`src/design/qdc_pkg.sv`:
```
// Constants and types shared by the quad converter serial command decoder.
package qdc_pkg;

	// ****************************************
	// Serial word layout
	// ****************************************
	localparam int WORD_W = 24;
	localparam int CODE_W = 16;
	localparam int CNT_W = 5;
	localparam int CHAN_N = 4;
	localparam logic [4:0] LAST_BIT = 5'h17;
	localparam int CTRL_HI = 23;
	localparam int CTRL_LO = 16;
	localparam int LD_HI_BIT = 21;
	localparam int LD_LO_BIT = 20;
	localparam int SEL_HI_BIT = 18;
	localparam int SEL_LO_BIT = 17;
	localparam int PD_BIT = 16;

	// ****************************************
	// Commands and load modes
	// ****************************************
	localparam logic [7:0] REF_CTRL = 8'h01;
	localparam logic [23:0] REF_ON_CMD = 24'h011000;
	localparam logic [23:0] REF_OFF_CMD = 24'h012000;
	localparam logic [23:0] REF_AUTO_CMD = 24'h010000;
	localparam logic [1:0] LD_STORE = 2'h0;
	localparam logic [1:0] LD_SINGLE = 2'h1;
	localparam logic [1:0] LD_SIMUL = 2'h2;
	localparam logic [1:0] LD_BCAST = 2'h3;
	localparam logic [15:0] ZERO_SCALE = 16'h0000;
	localparam logic [15:0] MID_SCALE = 16'h8000;

	// ****************************************
	// APB register map
	// ****************************************
	localparam int ADDR_W = 8;
	localparam logic [7:0] CTRL_OFS = 8'h00;
	localparam logic [7:0] STAT_OFS = 8'h04;
	localparam logic [3:0] OUT_PAGE = 4'h1;
	localparam logic [3:0] BUF_PAGE = 4'h2;
	localparam int CTRL_LOAD_BIT = 0;
	localparam int CTRL_MASK_BIT = 1;

	typedef enum logic [1:0] {REF_AUTO, REF_ON, REF_OFF} qdc_ref_e;
	typedef enum logic [1:0] {ST_IDLE, ST_SHIFT, ST_LOCKED} qdc_state_e;

endpackage : qdc_pkg

```
`src/design/qdc_sync.sv`:
```
// Two-flop synchroniser for pins from outside the pclk domain.
`timescale 1ns/100ps
module qdc_sync #(
	parameter int W = 1
) (
	input wire logic pclk,
	input wire logic presetn,
	input wire logic [W-1:0] async_in,
	output logic [W-1:0] sync_out
);
	import qdc_pkg::*;

	logic [W-1:0] meta_r;

	always_ff @(posedge pclk or negedge presetn) begin
		if (!presetn) begin
			meta_r <= '0;
			sync_out <= '0;
		end else begin
			meta_r <= async_in;
			sync_out <= meta_r;
		end
	end

endmodule : qdc_sync

```
`src/design/qdc_chan.sv`:
```
// One converter channel: temporary buffer, output register, reset level.
`timescale 1ns/100ps
module qdc_chan (
	input wire logic pclk,
	input wire logic presetn,
	input wire logic buf_we,
	input wire logic out_pay,
	input wire logic out_buf,
	input wire logic [qdc_pkg::CODE_W-1:0] pay_code,
	input wire logic pay_pd,
	input wire logic level_mid,
	output logic [qdc_pkg::CODE_W-1:0] buf_code_r,
	output logic buf_pd_r,
	output logic [qdc_pkg::CODE_W-1:0] out_code_r,
	output logic out_pd_r,
	output logic loaded_r,
	output logic [qdc_pkg::CODE_W-1:0] dac_code_r
);
	import qdc_pkg::*;

	wire out_we = out_pay | out_buf;
	wire [CODE_W-1:0] out_src = out_pay ? pay_code : buf_code_r;
	wire out_src_pd = out_pay ? pay_pd : buf_pd_r;
	wire [CODE_W-1:0] idle_level = level_mid ? MID_SCALE : ZERO_SCALE;

	// Code and power-down flag travel together in both stages.
	always_ff @(posedge pclk or negedge presetn) begin
		if (!presetn) begin
			buf_code_r <= ZERO_SCALE;
			buf_pd_r <= 1'b0;
			out_code_r <= ZERO_SCALE;
			out_pd_r <= 1'b0;
			loaded_r <= 1'b0;
		end else begin
			if (buf_we) begin
				buf_code_r <= pay_code;
				buf_pd_r <= pay_pd;
			end
			if (out_we) begin
				out_code_r <= out_src;
				out_pd_r <= out_src_pd;
				loaded_r <= 1'b1;
			end
		end
	end

	// Until the first load the output holds the strapped reset level.
	always_ff @(posedge pclk or negedge presetn) begin
		if (!presetn) begin
			dac_code_r <= ZERO_SCALE;
		end else begin
			dac_code_r <= loaded_r ? out_code_r : idle_level;
		end
	end

endmodule : qdc_chan

```
`src/design/qdc_top.sv`:
```
// Serial command decoder for a quad 16-bit converter, with APB status.
// Overview of operation
// - Word 011000h keeps reference always powered.
// - Frame select fall starts; shift on sclk fall.
// - Lock shift register after 24th bit.
// - Top eight bits control, low sixteen payload.
// - Execute right after 24th edge.
// - New frame only at next select fall.
// - Early select rise discards the partial word.
// - Reset pin clears everything asynchronously.
// - Reset level: mid-scale or zero-scale by pin.
// - Load mode, channel select, power-down flag fields.
// - Select 00, 01, 10 address A, B, C.
// - Mode 00 stores buffer only.
// - Mode 01 loads buffer and output.
// - Mode 10 loads selected, others from buffers.
// - Mode 11 broadcast from buffers or payload.
// - Power-down flag marks payload as power-down.
// - Select 11 addresses channel D.
// - 012000h disables reference, 010000h restores auto.
// - Serial disable pin high ignores serial activity.
`timescale 1ns/100ps
module qdc_top (
	input wire logic pclk,
	input wire logic presetn,
	input wire logic [qdc_pkg::ADDR_W-1:0] paddr,
	input wire logic psel,
	input wire logic penable,
	input wire logic pwrite,
	input wire logic [31:0] pwdata,
	output logic [31:0] prdata,
	output logic pready,
	output logic pslverr,
	input wire logic frame_sync_n,
	input wire logic sclk,
	input wire logic sdin,
	input wire logic serial_disable,
	input wire logic reset_level_select,
	output logic [qdc_pkg::CODE_W-1:0] dac_a_code,
	output logic [qdc_pkg::CODE_W-1:0] dac_b_code,
	output logic [qdc_pkg::CODE_W-1:0] dac_c_code,
	output logic [qdc_pkg::CODE_W-1:0] dac_d_code,
	output logic dac_a_pd,
	output logic dac_b_pd,
	output logic dac_c_pd,
	output logic dac_d_pd,
	output logic ref_powered
);
	import qdc_pkg::*;

	// ****************************************
	// Pin synchronisers
	// ****************************************
	// The serial clock is slow against pclk, so it is sampled, not used.
	logic [4:0] pins_s;
	logic sync_prev_r;
	logic sclk_prev_r;

	// Select is carried inverted so that the flops' cleared value matches
	// its idle level; otherwise every reset release looks like a frame.
	qdc_sync #(.W(5)) u_sync (
		.pclk(pclk),
		.presetn(presetn),
		.async_in({reset_level_select, serial_disable, sdin, sclk,
			~frame_sync_n}),
		.sync_out(pins_s)
	);

	wire sync_s = ~pins_s[0];
	wire sclk_s = pins_s[1];
	wire din_s = pins_s[2];
	wire dis_s = pins_s[3];
	wire lvl_s = pins_s[4];

	always_ff @(posedge pclk or negedge presetn) begin
		if (!presetn) begin
			sync_prev_r <= 1'b1;
			sclk_prev_r <= 1'b0;
		end else begin
			sync_prev_r <= sync_s;
			sclk_prev_r <= sclk_s;
		end
	end

	wire sync_fall = sync_prev_r & ~sync_s;
	wire sclk_fall = sclk_prev_r & ~sclk_s;

	// ****************************************
	// Frame receiver
	// ****************************************
	qdc_state_e state_r;
	qdc_state_e state_nxt;
	logic [CNT_W-1:0] bit_cnt_r;
	logic [WORD_W-1:0] input_shift_word_r;
	logic cmd_valid_r;
	logic serial_mask_r;
	logic [7:0] frames_r;
	logic [7:0] aborts_r;

	wire serial_off = dis_s | serial_mask_r;
	wire shift_en = (state_r == ST_SHIFT) & ~sync_s & sclk_fall;
	wire last_bit = shift_en & (bit_cnt_r == LAST_BIT);
	wire abort = (state_r == ST_SHIFT) & sync_s;

	always_comb begin
		state_nxt = state_r;
		unique case (state_r)
			ST_IDLE: begin
				if (sync_fall) begin
					state_nxt = ST_SHIFT;
				end
			end
			ST_SHIFT: begin
				if (abort) begin
					state_nxt = ST_IDLE;
				end else if (last_bit) begin
					state_nxt = ST_LOCKED;
				end
			end
			ST_LOCKED: begin
				if (sync_s) begin
					state_nxt = ST_IDLE;
				end
			end
		endcase
		if (serial_off) begin
			state_nxt = ST_IDLE;
		end
	end

	// Reset clears every register asynchronously.
	always_ff @(posedge pclk or negedge presetn) begin
		if (!presetn) begin
			state_r <= ST_IDLE;
			bit_cnt_r <= '0;
			input_shift_word_r <= '0;
			cmd_valid_r <= 1'b0;
		end else begin
			state_r <= state_nxt;
			cmd_valid_r <= last_bit & ~serial_off;
			if (state_r == ST_IDLE) begin
				bit_cnt_r <= '0;
			end else if (shift_en) begin
				bit_cnt_r <= bit_cnt_r + 1'b1;
				input_shift_word_r <= {input_shift_word_r[WORD_W-2:0], din_s};
			end
		end
	end

	always_ff @(posedge pclk or negedge presetn) begin
		if (!presetn) begin
			frames_r <= '0;
			aborts_r <= '0;
		end else begin
			frames_r <= frames_r + {7'h00, cmd_valid_r};
			aborts_r <= aborts_r + {7'h00, abort};
		end
	end

	// ****************************************
	// Command decode
	// ****************************************
	// Bits 23, 22 and 19 are not checked; the host keeps them zero.
	wire [7:0] ctrl = input_shift_word_r[CTRL_HI:CTRL_LO];
	wire [CODE_W-1:0] payload = input_shift_word_r[CODE_W-1:0];
	wire [1:0] ld_mode = {input_shift_word_r[LD_HI_BIT],
		input_shift_word_r[LD_LO_BIT]};
	wire [1:0] chan_sel = {input_shift_word_r[SEL_HI_BIT],
		input_shift_word_r[SEL_LO_BIT]};
	wire powerdown_select_flag = input_shift_word_r[PD_BIT];
	wire bcast_pay = input_shift_word_r[SEL_HI_BIT];
	wire is_ref = cmd_valid_r & (ctrl == REF_CTRL);
	wire is_dac = cmd_valid_r & ~is_ref;
	wire m_store = ld_mode == LD_STORE;
	wire m_single = ld_mode == LD_SINGLE;
	wire m_simul = ld_mode == LD_SIMUL;
	wire m_bcast = ld_mode == LD_BCAST;
	logic sw_load_all;

	logic [CHAN_N-1:0] buf_we;
	logic [CHAN_N-1:0] out_pay;
	logic [CHAN_N-1:0] out_buf;
	logic [CODE_W-1:0] buf_code [CHAN_N];
	logic [CODE_W-1:0] out_code [CHAN_N];
	logic [CODE_W-1:0] dac_code [CHAN_N];
	logic [CHAN_N-1:0] buf_pd;
	logic [CHAN_N-1:0] out_pd;
	logic [CHAN_N-1:0] loaded;

	genvar ch;
	generate
		for (ch = 0; ch < CHAN_N; ch++) begin : g_chan
			wire hit = chan_sel == 2'(ch);
			assign buf_we[ch] = is_dac & ((~m_bcast & hit)
				| (m_bcast & bcast_pay));
			assign out_pay[ch] = is_dac & (((m_single | m_simul) & hit)
				| (m_bcast & bcast_pay));
			assign out_buf[ch] = sw_load_all | (is_dac & ((m_simul & ~hit)
				| (m_bcast & ~bcast_pay)));
			qdc_chan u_chan (
				.pclk(pclk),
				.presetn(presetn),
				.buf_we(buf_we[ch]),
				.out_pay(out_pay[ch]),
				.out_buf(out_buf[ch]),
				.pay_code(payload),
				.pay_pd(powerdown_select_flag),
				.level_mid(lvl_s),
				.buf_code_r(buf_code[ch]),
				.buf_pd_r(buf_pd[ch]),
				.out_code_r(out_code[ch]),
				.out_pd_r(out_pd[ch]),
				.loaded_r(loaded[ch]),
				.dac_code_r(dac_code[ch])
			);
		end
	endgenerate

	assign dac_a_code = dac_code[0];
	assign dac_b_code = dac_code[1];
	assign dac_c_code = dac_code[2];
	assign dac_d_code = dac_code[3];
	assign dac_a_pd = out_pd[0];
	assign dac_b_pd = out_pd[1];
	assign dac_c_pd = out_pd[2];
	assign dac_d_pd = out_pd[3];

	// ****************************************
	// Reference control
	// ****************************************
	qdc_ref_e ref_mode_r;
	wire ref_on_cmd = is_ref & (input_shift_word_r == REF_ON_CMD);
	wire ref_off_cmd = is_ref & (input_shift_word_r == REF_OFF_CMD);
	wire ref_auto_cmd = is_ref & (input_shift_word_r == REF_AUTO_CMD);
	wire any_up = ~&out_pd;

	always_ff @(posedge pclk or negedge presetn) begin
		if (!presetn) begin
			ref_mode_r <= REF_AUTO;
			ref_powered <= 1'b0;
		end else begin
			if (ref_on_cmd) begin
				ref_mode_r <= REF_ON;
			end else if (ref_off_cmd) begin
				ref_mode_r <= REF_OFF;
			end else if (ref_auto_cmd) begin
				ref_mode_r <= REF_AUTO;
			end
			ref_powered <= (ref_mode_r == REF_ON)
				| ((ref_mode_r == REF_AUTO) & any_up);
		end
	end

	// ****************************************
	// APB slave
	// ****************************************
	// Zero wait states: read data is caught in the setup cycle.
	logic [31:0] prdata_r;
	logic err_r;
	wire setup = psel & ~penable;
	wire wr_acc = psel & penable & pwrite;
	wire ctrl_hit = paddr == CTRL_OFS;
	wire stat_hit = paddr == STAT_OFS;
	wire [1:0] ridx = paddr[3:2];
	wire word_ok = paddr[1:0] == 2'h0;
	wire out_hit = word_ok & (paddr[7:4] == OUT_PAGE);
	wire buf_hit = word_ok & (paddr[7:4] == BUF_PAGE);
	wire any_hit = ctrl_hit | stat_hit | out_hit | buf_hit;
	wire [31:0] ctrl_rd = {30'h0, serial_mask_r, 1'b0};
	wire [31:0] stat_rd = {8'h00, aborts_r, frames_r, 4'h0,
		state_r, ref_mode_r};
	wire [31:0] out_rd = {15'h0000, out_pd[ridx], out_code[ridx]};
	wire [31:0] buf_rd = {15'h0000, buf_pd[ridx], buf_code[ridx]};
	wire [31:0] rd_mux = ctrl_hit ? ctrl_rd : stat_hit ? stat_rd
		: out_hit ? out_rd : buf_hit ? buf_rd : 32'h0000_0000;

	assign sw_load_all = wr_acc & ctrl_hit & pwdata[CTRL_LOAD_BIT];
	assign pready = 1'b1;
	assign pslverr = psel & penable & err_r;
	assign prdata = prdata_r;

	always_ff @(posedge pclk or negedge presetn) begin
		if (!presetn) begin
			prdata_r <= '0;
			err_r <= 1'b0;
			serial_mask_r <= 1'b0;
		end else begin
			if (setup) begin
				prdata_r <= pwrite ? 32'h0000_0000 : rd_mux;
				err_r <= ~any_hit;
			end
			if (wr_acc & ctrl_hit) begin
				serial_mask_r <= pwdata[CTRL_MASK_BIT];
			end
		end
	end
endmodule : qdc_top

```
`config.mk`:
```
export PLATFORM = sky130hd
export DESIGN_NAME = qdc_top
export DESIGN_NICKNAME = d
export VERILOG_FILES = /design/src/design/qdc_pkg.sv /design/src/design/qdc_sync.sv /design/src/design/qdc_chan.sv /design/src/design/qdc_top.sv
export SDC_FILE = /design/constraint.sdc
export NUM_CORES = 1
export LEC_CHECK = 0
export BUFFER_PORTS_ARGS = -buffer_cell sky130_fd_sc_hd__buf_4
export CAP_MARGIN = 0
export CORE_MARGIN = 2
export CORE_UTILIZATION = 48
export DETAILED_ROUTE_END_ITERATION = 7
export GPL_TIMING_DRIVEN = 0
export PLACE_DENSITY = 0.68
export SYNTH_ARGS = -nofsm -noshare
export SYNTH_HDL_FRONTEND = slang
export SYNTH_HIERARCHICAL = 1
export SYNTH_SLANG_ARGS = --single-unit
```
`constraint.sdc`:
```
create_clock -name pclk -period 2.55 [get_ports pclk]
set_input_delay 0.1275 -clock pclk [delete_from_list [all_inputs] [get_ports pclk]]
set_output_delay 0.1275 -clock pclk [all_outputs]
set_load 0.02 [all_outputs]
```
==> summary.md, run 1 <==
| Metric | Value |
|---|---|
| Clk Latency, worst-skew pair | `0.57 ns` |
| Fin crit share | `0.9345` |
| Die Y | `166.7 um` |
| Outcome | `finished, final reports clean` |
| Vias | `8,324` |
| Max cap viols | `0` |
| Leading cell types in the layout, fill and taps excluded | `292 x dfrtp_1, 121 x buf_4, 95 x mux2_2` |
| Setup Skew | `0.03113 ns` |
| Crit path required time | `3.00 ns` |
| TritonCTS clock tree | `yes` |
| Largest net degree at the start of global routing | `119` |
| EDFF count, synth | `0` |
| Crit Path Category | `flip-flop to flip-flop` |
| IO buf count | `111` |
| # clock sinks | `293` |
| FP Rows | `59` |
| Synthesized flop and latch total | `293` |
| Hold WC Path Type | `input pin to flip-flop` |
| # IOs | `153` |
| 1st-iter DRT viols | `791` |
| Final Hold Fails | `0` |
| Fmax | `0.4196 GHz` |
| Initial Utilization | `0.4875` |
| NumNets Final | `1,190` |
| Worst slew pin tran | `0.8971 ns` |
| Ys Warns | `6` |
| P&R area growth vs syn | `19.08%` |
| Primary FF master, synth | `dfrtp_1` |
| Most common cell after layout, fill and taps aside | `dfrtp_1` |
| PwrDens | `636.6 nW/um2` |
| Dpl ws | `-0.02032 ns` |
| Leading area contributor after synthesis | `dfrtp_1` |
| Largest cells by area after synthesis | `dfrtp_1 58%, mux2_2 8.4%, mux2i_1 6.5%` |
| Max clock buf depth | `3` |
| Cell Area, Placed | `14,050 um2` |
| CTS Root Cell | `clkbuf_16` |
| Wire length per cell | `21.97 um` |
| Die area | `27,790 um2` |
| Dpl hpwl | `21.41 mm` |
| Post-Synthesis Cells | `969` |
| Finished layout cell area | `15,130 um2` |
| Max FO, Critical Path | `10` |
| Sequential cell area fraction in the yosys report | `0.5772` |
| Die width | `166.7 um` |
| Gr ovfl total | `0` |
| DRC | `0` |
| First-pass GRT wire length | `50.79 mm` |
| Setup violations, final | `0` |
| Synth top area share | `0.5751` |
| Post-CTS Setup Inserts | `0` |
| Final WL | `32.67 mm` |
| Diodes inserted | `0` |
| Peak VDD IR | `0.0007224 V` |
| Vias per cell | `5.598` |
| Vias in the first global route | `8,697` |
| Synthesized area per cell | `13.11 um2` |
| Routability Congestion | `0.8491` |
| CP arrival | `2.83 ns` |
| Slew margin rel. | `0.4019` |
| Initial antenna violation count | `0` |
| Max-slew violations | `0` |
| CTS buffer count | `31` |
| CORE AREA | `26,060 um2` |
| Post-synthesis async set-or-reset flop share | `1.000` |
| DR pass1 iterations | `5` |
| CP endpoint kind | `flip-flop` |
| Synth Cell Area | `12,700 um2` |
| ANT nets after route | `0` |
| Reg clk slew, reported paths | `0.06 ns` |
| Startpoint Class | `flip-flop` |
| H-tree depth | `1` |
| Yosys cell types | `46` |
| GRT Total Usage | `0.2388` |
| RSZ-0062 raised after global routing | `no` |
| Setup ws final | `0.1669 ns` |
| Tot Pwr | `9.631 mW` |
| Fill cells | `2,130` |
| Tmin final | `2.383 ns` |
| Fraction of layout cells with a size suffix above 1 | `0.3056` |
| Leakage | `6.344 nW` |
[sequential cells by signal, indices dropped and copies added (netlist names), 4 cells and up]
register,flops
g_chan.u_chan/loaded_r,4
g_chan.u_chan/out_code_r,64
aborts_r,8
input_shift_word_r,24
g_chan.u_chan/dac_code_r,64
u_sync/meta_r,5
bit_cnt_r,5
u_sync/sync_out,5
g_chan.u_chan/out_pd_r,4
g_chan.u_chan/buf_pd_r,4
frames_r,8
prdata,24
g_chan.u_chan/buf_code_r,64
[worst paths after layout]
check	start	to	slack, ns	cells after the start
max reg2reg	state_r[1]	input_shift_word_r[15]	0.17	8
min in group asynchronous	presetn	g_chan[2].u_chan/dac_code_r[7]	0.14	2
max in group asynchronous	presetn	ref_powered	1.45	3
max	state_r[1]	input_shift_word_r[15]	0.17	8
min reg2reg	u_sync/meta_r[0]	u_sync/sync_out[0]	0.35	0
min	pwrite	prdata[16]	0.03	3
[Yosys cell counts (4+ instances only)]
library cell / n
xor2_1: 7
o21ai_1: 40
ha_1: 11
and2_1: 61
mux2i_1: 83
o21ai_0: 52
nor2_1: 14
nor2b_1: 5
nand3_1: 7
buf_4: 11
mux4_2: 33
dfrtp_1: 292
mux2_2: 95
a22oi_1: 12
a21oi_1: 15
buf_12: 4
xnor2_1: 9
nand2_1: 91
nand4_1: 7
clkbuf_1: 12
buf_2: 28
nor3_1: 5
inv_1: 10
buf_6: 12
a22o_1: 8
nor4_1: 8
or3_1: 6
[stage by stage]
| stage | hold slack [ns] | utilization | TNS, ns | std cells |
|---|---|---|---|---|
| finish | 0.02542 | 0.5805 | 0 | 1487 |
| global route | 0.03860 | 0.5805 | 0 | 1487 |
| CTS | 0.008054 | 0.5806 | 0 | 1488 |
| detailed placement | 0.1450 | 0.5390 | -0.02686 | 1424 |
| global placement | 0.2376 | 0.5366 | -355.63 | 1422 |
| floorplan | -0.1681 | - | 0 | 976 |
[cell type report]
cell class | count | area (um2) | share of cell area
Inverter | 10 | 37.54 | 0.002481
Timing Repair Buffer | 121 | 975.9 | 0.06451
Clock buffer | 39 | 855.8 | 0.05657
Tap cell | 335 | 419.2 | 0.02771
Clock inverter | 17 | 147.6 | 0.009759
Sequential cell | 293 | 7333 | 0.4847
Buffer | 66 | 481.7 | 0.03184
Multi-Input combinational cell | 606 | 4877 | 0.3224
[cell families (layout without fill, tap and decap cells)]
family	after synthesis	in the layout	share of synthesized area
multiplexers	211	211	0.2081
buffers and inverters	77	253	0.04097
adder cells (fa/ha/maj)	11	11	0.01083
XOR/XNOR	16	16	0.01103
AND/OR/NAND/NOR	221	221	0.08893
flip-flops	293	293	0.5772
AO/OA/AOI/OAI	138	138	0.06234
other	2	9	0.0005911
[timing repair]
item,in CTS,in global routing
hold endpoints to repair,80,0
hold buffers,8,0
gates resized for setup,0,1
endpoints found under the setup margin,0,10
[critical path, stage by stage, from the launching register on]
cell,delay (ns)
dfrtp_1,0.40
inv_1,0.10
ha_1,0.21
and4b_1,0.19
buf_2,0.19
nor2b_1,0.14
buf_2,0.31
buf_2,0.33
mux2_2,0.37
[metal layers]
layer | vias up | global-route usage | share of wire | wire (um)
li1 | 3747 | - | - | -
met3 | 51 | 0.03279 | 0.057 | 1876
met5 | - | 0 | 0 | 0
met4 | 0 | 0.06522 | 0.023 | 737
met2 | 276 | 0.3915 | 0.48 | 15740
met1 | 4250 | 0.3382 | 0.44 | 14310
[power breakdown]
part / total [mW] / leakage (nW) / switching, mW / internal [mW]
Sequential: 4.81 / 3.35 / 0.0748 / 4.73
Combinational: 0.405 / 2.48 / 0.249 / 0.156
Clock: 4.42 / 0.507 / 1.85 / 2.57
Total: 9.63 / 6.34 / 2.17 / 7.46
Power figures use the tool's default switching activity.
==> inputs of run 2 (changes only) <==
--- a/config.mk
+++ b/config.mk
@@ -8,10 +8,10 @@
 export BUFFER_PORTS_ARGS = -buffer_cell sky130_fd_sc_hd__buf_4
 export CAP_MARGIN = 0
 export CORE_MARGIN = 2
-export CORE_UTILIZATION = 48
+export CORE_UTILIZATION = 51
 export DETAILED_ROUTE_END_ITERATION = 7
 export GPL_TIMING_DRIVEN = 0
-export PLACE_DENSITY = 0.68
+export PLACE_DENSITY = 0.71
 export SYNTH_ARGS = -nofsm -noshare
 export SYNTH_HDL_FRONTEND = slang
 export SYNTH_HIERARCHICAL = 1
==> summary.md, run 2 (synthesized netlist as in run 1, its figures left out) <==
| Metric | Value |
|---|---|
| DR pass1 iterations | `6` |
| RR Startpoint | `state_r[1]` |
| Die width | `161.8 um` |
| Startpoint Class | `flip-flop` |
| Worst r2r dst | `input_shift_word_r[19]` |
| Max FO, Critical Path | `10` |
| Vias per cell | `5.643` |
| 1st-iter DRT viols | `633` |
| Setup Skew | `0.01047 ns` |
| CP endpoint kind | `flip-flop` |
| CTS buffer count | `31` |
| Post-CTS Setup Inserts | `0` |
| Die Y | `161.8 um` |
| Finished layout cell area | `15,120 um2` |
| Dpl hpwl | `21.12 mm` |
| CP arrival | `2.85 ns` |
| Diodes inserted | `0` |
| Wire length per cell | `21.85 um` |
| Dpl ws | `0.02072 ns` |
| Setup ws final | `0.1304 ns` |
| P&R area growth vs syn | `19.05%` |
| Fill cells | `1,958` |
| Hold WC Path Type | `input pin to flip-flop` |
| # clock sinks | `293` |
| Final std cells w/o fill | `1,475` |
| Routability Congestion | `0.8167` |
| First-pass GRT wire length | `49.18 mm` |
| Leakage | `6.342 nW` |
| IO buf count | `111` |
| GRT Total Usage | `0.2470` |
| FP Rows | `57` |
| Slew margin rel. | `0.3827` |
| # IOs | `153` |
| Fin crit share | `0.9489` |
| Peak VDD IR | `0.0004501 V` |
| NumNets Final | `1,191` |
| Dpl cells | `1,413` |
| ANT nets after route | `0` |
| Reg2reg setup slack | `0.13 ns` |
| Clk Latency, worst-skew pair | `0.55 ns` |
| CORE AREA | `24,390 um2` |
| R2R cell count | `8` |
| Vias in the first global route | `8,492` |
| Initial Utilization | `0.5209` |
| Most common cell after layout, fill and taps aside | `dfrtp_1` |
| Final WL | `32.22 mm` |
| Critical path destination | `input_shift_word_r[19]` |
| Crit path required time | `2.98 ns` |
| Setup violations, final | `0` |
| Top flop regs | `g_chan.u_chan/buf_code_r x64, g_chan.u_chan/dac_code_r x64, g_chan.u_chan/out_code_r x64` |
| Reg clk slew, reported paths | `0.06 ns` |
| Fraction of layout cells with a size suffix above 1 | `0.3015` |
| H-tree depth | `1` |
| Fmax | `0.4133 GHz` |
| TritonCTS clock tree | `yes` |
| Largest net degree at the start of global routing | `112` |
| DRC | `0` |
| Die area | `26,190 um2` |
| CTS Root Cell | `clkbuf_16` |
| Tmin final | `2.420 ns` |
| Initial antenna violation count | `1` |
| Final Hold Fails | `0` |
| Worst slew pin tran | `0.9260 ns` |
| Vias | `8,324` |
| Cell Area, Placed | `14,030 um2` |
| Leading cell types in the layout, fill and taps excluded | `292 x dfrtp_1, 121 x buf_4, 95 x mux2_2` |
| Max-slew violations | `0` |
| Max cap viols | `0` |
| Crit Path Category | `flip-flop to flip-flop` |
| CP Launch Point | `state_r[1]` |
| Gr ovfl total | `0` |
| Max clock buf depth | `3` |
| RSZ-0062 raised after global routing | `no` |
| Outcome | `finished, final reports clean` |
| PwrDens | `637.0 nW/um2` |
[run 2: worst max-delay path, cell delays in order (launching register included)]
cell	delay, ns
dfrtp_1	0.39
inv_1	0.11
ha_1	0.21
and4b_1	0.20
buf_2	0.19
nor2b_1	0.19
buf_2	0.32
buf_2	0.31
mux2_2	0.36
[run 2: power by group]
| part | internal (mW) | switching, mW | leakage [nW] | total [mW] |
|---|---|---|---|---|
| Clock | 2.65 | 1.77 | 0.504 | 4.43 |
| Combinational | 0.157 | 0.249 | 2.48 | 0.405 |
| Sequential | 4.73 | 0.0705 | 3.35 | 4.80 |
| Total | 7.54 | 2.09 | 6.34 | 9.63 |
[run 2: worst min path at each step]
stage                             from                        endpoint  slack (ns)  cells after the start
finish                          pwrite                      prdata[16]        0.05                      3
global route                    pwrite                      prdata[16]        0.04                      3
CTS                             pwrite                      prdata[16]        0.02                      3
detailed placement             presetn  g_chan[2].u_chan/dac_code_r[7]        0.18                      1
global placement    reset_level_select                u_sync/meta_r[4]        0.24                      1
floorplan                      presetn                     aborts_r[0]       -0.17                      0
[run 2: area by class of cell]
| cell class | instances | area [um2] | share of cell area |
|---|---|---|---|
| plain buffers | 67 | 485.5 | 0.03210 |
| clock buffers | 45 | 908.4 | 0.06006 |
| clock inverters | 9 | 101.3 | 0.006701 |
| inverters | 10 | 37.54 | 0.002482 |
| multi-input cells | 606 | 4877 | 0.3225 |
| flip-flops and latches | 293 | 7333 | 0.4849 |
| well taps | 324 | 405.4 | 0.02680 |
| repair buffers | 121 | 975.9 | 0.06453 |
[run 2: timing repair]
| action | CTS | global route |
|---|---|---|
| gates resized for setup | 0 | 1 |
| endpoints found under the setup margin | 0 | 7 |
| hold buffers | 8 | 0 |
| hold endpoints to repair | 89 | 0 |
[run 2: layer usage]
layer | global-route usage | vias to the layer above | part of all wire | routed length, um
met2 | 0.4056 | 295 | 0.49 | 15720
met3 | 0.03958 | 46 | 0.068 | 2177
li1 | - | 3740 | - | -
met5 | 0 | - | 0 | 0
met1 | 0.3460 | 4243 | 0.42 | 13680
met4 | 0.06677 | 0 | 0.020 | 643
[run 2: through the flow]
stage / hold slack [ns] / TNS (ns) / utilization / power [mW]
finish: 0.04517 / 0 / 0.6201 / 9.634
CTS: 0.01696 / 0 / 0.6200 / 9.711
floorplan: -0.1681 / 0 / - / 5.063
detailed placement: 0.1774 / 0 / 0.5753 / 5.288
global placement: 0.2371 / -346.33 / 0.5727 / 5.264
global route: 0.03588 / 0 / 0.6201 / 9.957
==> inputs of run 3 (changes only) <==
--- a/config.mk
+++ b/config.mk
@@ -9,6 +9,7 @@
 export CAP_MARGIN = 0
 export CORE_MARGIN = 2
 export CORE_UTILIZATION = 51
+export CTS_BUF_LIST = sky130_fd_sc_hd__clkbuf_4 sky130_fd_sc_hd__clkbuf_8
 export DETAILED_ROUTE_END_ITERATION = 7
 export GPL_TIMING_DRIVEN = 0
 export PLACE_DENSITY = 0.71
==> summary.md, run 3 (synthesized netlist as in run 1, its figures left out) <==
| Metric | Value |
|---|---|
| Tmin final | `2.428 ns` |
| Vias | `8,429` |
| Startpoint Class | `flip-flop` |
| Max stage delay cell, worst path | `dfrtp_1` |
| Fin crit share | `0.9522` |
| Die area | `26,190 um2` |
| Post-CTS Setup Inserts | `0` |
| RSZ-0062 raised after global routing | `no` |
| Hold WC Path Type | `input pin to flip-flop` |
| TritonCTS clock tree | `yes` |
| Setup Skew | `0.01750 ns` |
| Die Y | `161.8 um` |
| First-pass GRT wire length | `49.79 mm` |
| Fill cells | `1,981` |
| Max cap viols | `0` |
| Fmax | `0.4119 GHz` |
| Vias in the first global route | `8,676` |
| # clock sinks | `293` |
| 1st-iter DRT viols | `715` |
| Cell Area, Placed | `14,030 um2` |
| IO buf count | `111` |
| Leading cell types in the layout, fill and taps excluded | `292 x dfrtp_1, 121 x buf_4, 95 x mux2_2` |
| Diodes inserted | `0` |
| Vias per cell | `5.608` |
| Outcome | `finished, final reports clean` |
| Worst slew pin tran | `0.9309 ns` |
| Setup violations, final | `0` |
| P&R area growth vs syn | `18.68%` |
| Peak VDD IR | `0.0003252 V` |
| Max FO, Critical Path | `10` |
| Crit path largest cell delay | `0.39 ns` |
| FP Rows | `57` |
| NumNets Final | `1,209` |
| GRT Total Usage | `0.2511` |
| Critical-path cell list | `inv_1 -> ha_1 -> and4b_1 -> buf_2 -> nor2b_1 -> buf_2 -> buf_2 -> mux2_2` |
| Dpl hpwl | `21.12 mm` |
| Top flop regs | `g_chan.u_chan/buf_code_r x64, g_chan.u_chan/dac_code_r x64, g_chan.u_chan/out_code_r x64` |
| DRC | `0` |
| Final design utilization | `0.6182` |
| Fraction of layout cells with a size suffix above 1 | `0.3232` |
| Die width | `161.8 um` |
| CTS buffer count | `49` |
| Crit path top cell by count | `buf_2` |
| Final Hold Fails | `0` |
| CP endpoint kind | `flip-flop` |
| Leakage | `6.356 nW` |
| Slew margin rel. | `0.3794` |
| CTS Root Cell | `clkbuf_8` |
| PwrDens | `615.5 nW/um2` |
| Most common cell after layout, fill and taps aside | `dfrtp_1` |
| H-tree depth | `2` |
| Family with the most delay on the worst path | `buffers and inverters` |
| Routability Congestion | `0.8167` |
| Crit path required time | `2.99 ns` |
| # IOs | `153` |
| Clk Latency, worst-skew pair | `0.56 ns` |
| Wire length per cell | `21.54 um` |
| Largest net degree at the start of global routing | `112` |
| Finished layout cell area | `15,080 um2` |
| Max clock buf depth | `3` |
| CP arrival | `2.87 ns` |
| ANT nets after route | `0` |
| Max-slew violations | `0` |
| CORE AREA | `24,390 um2` |
| Reg clk slew, reported paths | `0.06 ns` |
| Initial antenna violation count | `1` |
| Final WL | `32.38 mm` |
| Initial Utilization | `0.5209` |
| WP buf/inv | `4` |
| Gr ovfl total | `0` |
| DR pass1 iterations | `5` |
| Crit Path Category | `flip-flop to flip-flop` |
-- run 3: changes by cell type in the layout (fill, tap and decap cells not counted), sizes merged --
cell      change
clkbuf       +30
inv           -1
bufinv        -2
clkinvlp      +1
-- run 3: final timing paths --
path	startpoint	end	slack, ns	depth (start not counted)
max	state_r[1]	input_shift_word_r[18]	0.12	8
min reg2reg	u_sync/meta_r[1]	u_sync/sync_out[1]	0.35	0
max reg2reg	state_r[1]	input_shift_word_r[18]	0.12	8
min	pwrite	prdata[16]	0.04	3
min in group asynchronous	presetn	g_chan[2].u_chan/dac_code_r[7]	0.16	2
max in group asynchronous	presetn	prdata[12]	1.42	3
-- run 3: per-layer routing --
layer	GRT usage	wire length (um)
met2	0.4041	15640
met1	0.3483	13930
met3	0.04494	1993
met4	0.08568	818
met5	0	0
-- run 3: layout make-up --
class                   instances  area, um2  area share
plain buffers                  67      485.5     0.03220
flip-flops and latches        293       7333      0.4863
multi-input cells             606       4877      0.3235
inverters                      10      37.54    0.002489
well taps                     324      405.4     0.02689
clock buffers                  75      925.9     0.06141
clock inverters                 7      37.54    0.002489
repair buffers                121      975.9     0.06472
-- run 3: what timing repair did --
item | 4_1_cts | 5_1_grt
endpoints found under the setup margin | 0 | 3
resized for setup | 0 | 1
hold buffers | 8 | 0
endpoints found under the hold margin | 89 | 0
-- run 3: per-stage QoR --
stage                     setup TNS [ns]  power, mW  instances  hold WS (ns)  setup WS, ns
after detailed placement               0      5.288       1413        0.1774       0.02072
after floorplan                        0      5.063        976       -0.1681        0.5590
after global placement           -346.33      5.264       1411        0.2371        -1.205
final                                  0      9.281       1503       0.03900        0.1219
after global routing                   0      9.647       1503       0.03015       0.01469
after CTS                              0      9.366       1503       0.01683        0.1192
-- run 3: where the power goes --
part           total [mW]  switching, mW  internal, mW  leakage (nW)
clock network        4.07           1.78          2.29         0.519
logic               0.405          0.249         0.157          2.48
registers            4.80         0.0704          4.73          3.35
total                9.28           2.10          7.18          6.36
-- run 3: tightest hold or removal path: stages --
cell and delay, ns:
buf_4 0.10, nor4_1 0.06, a221o_1 0.25
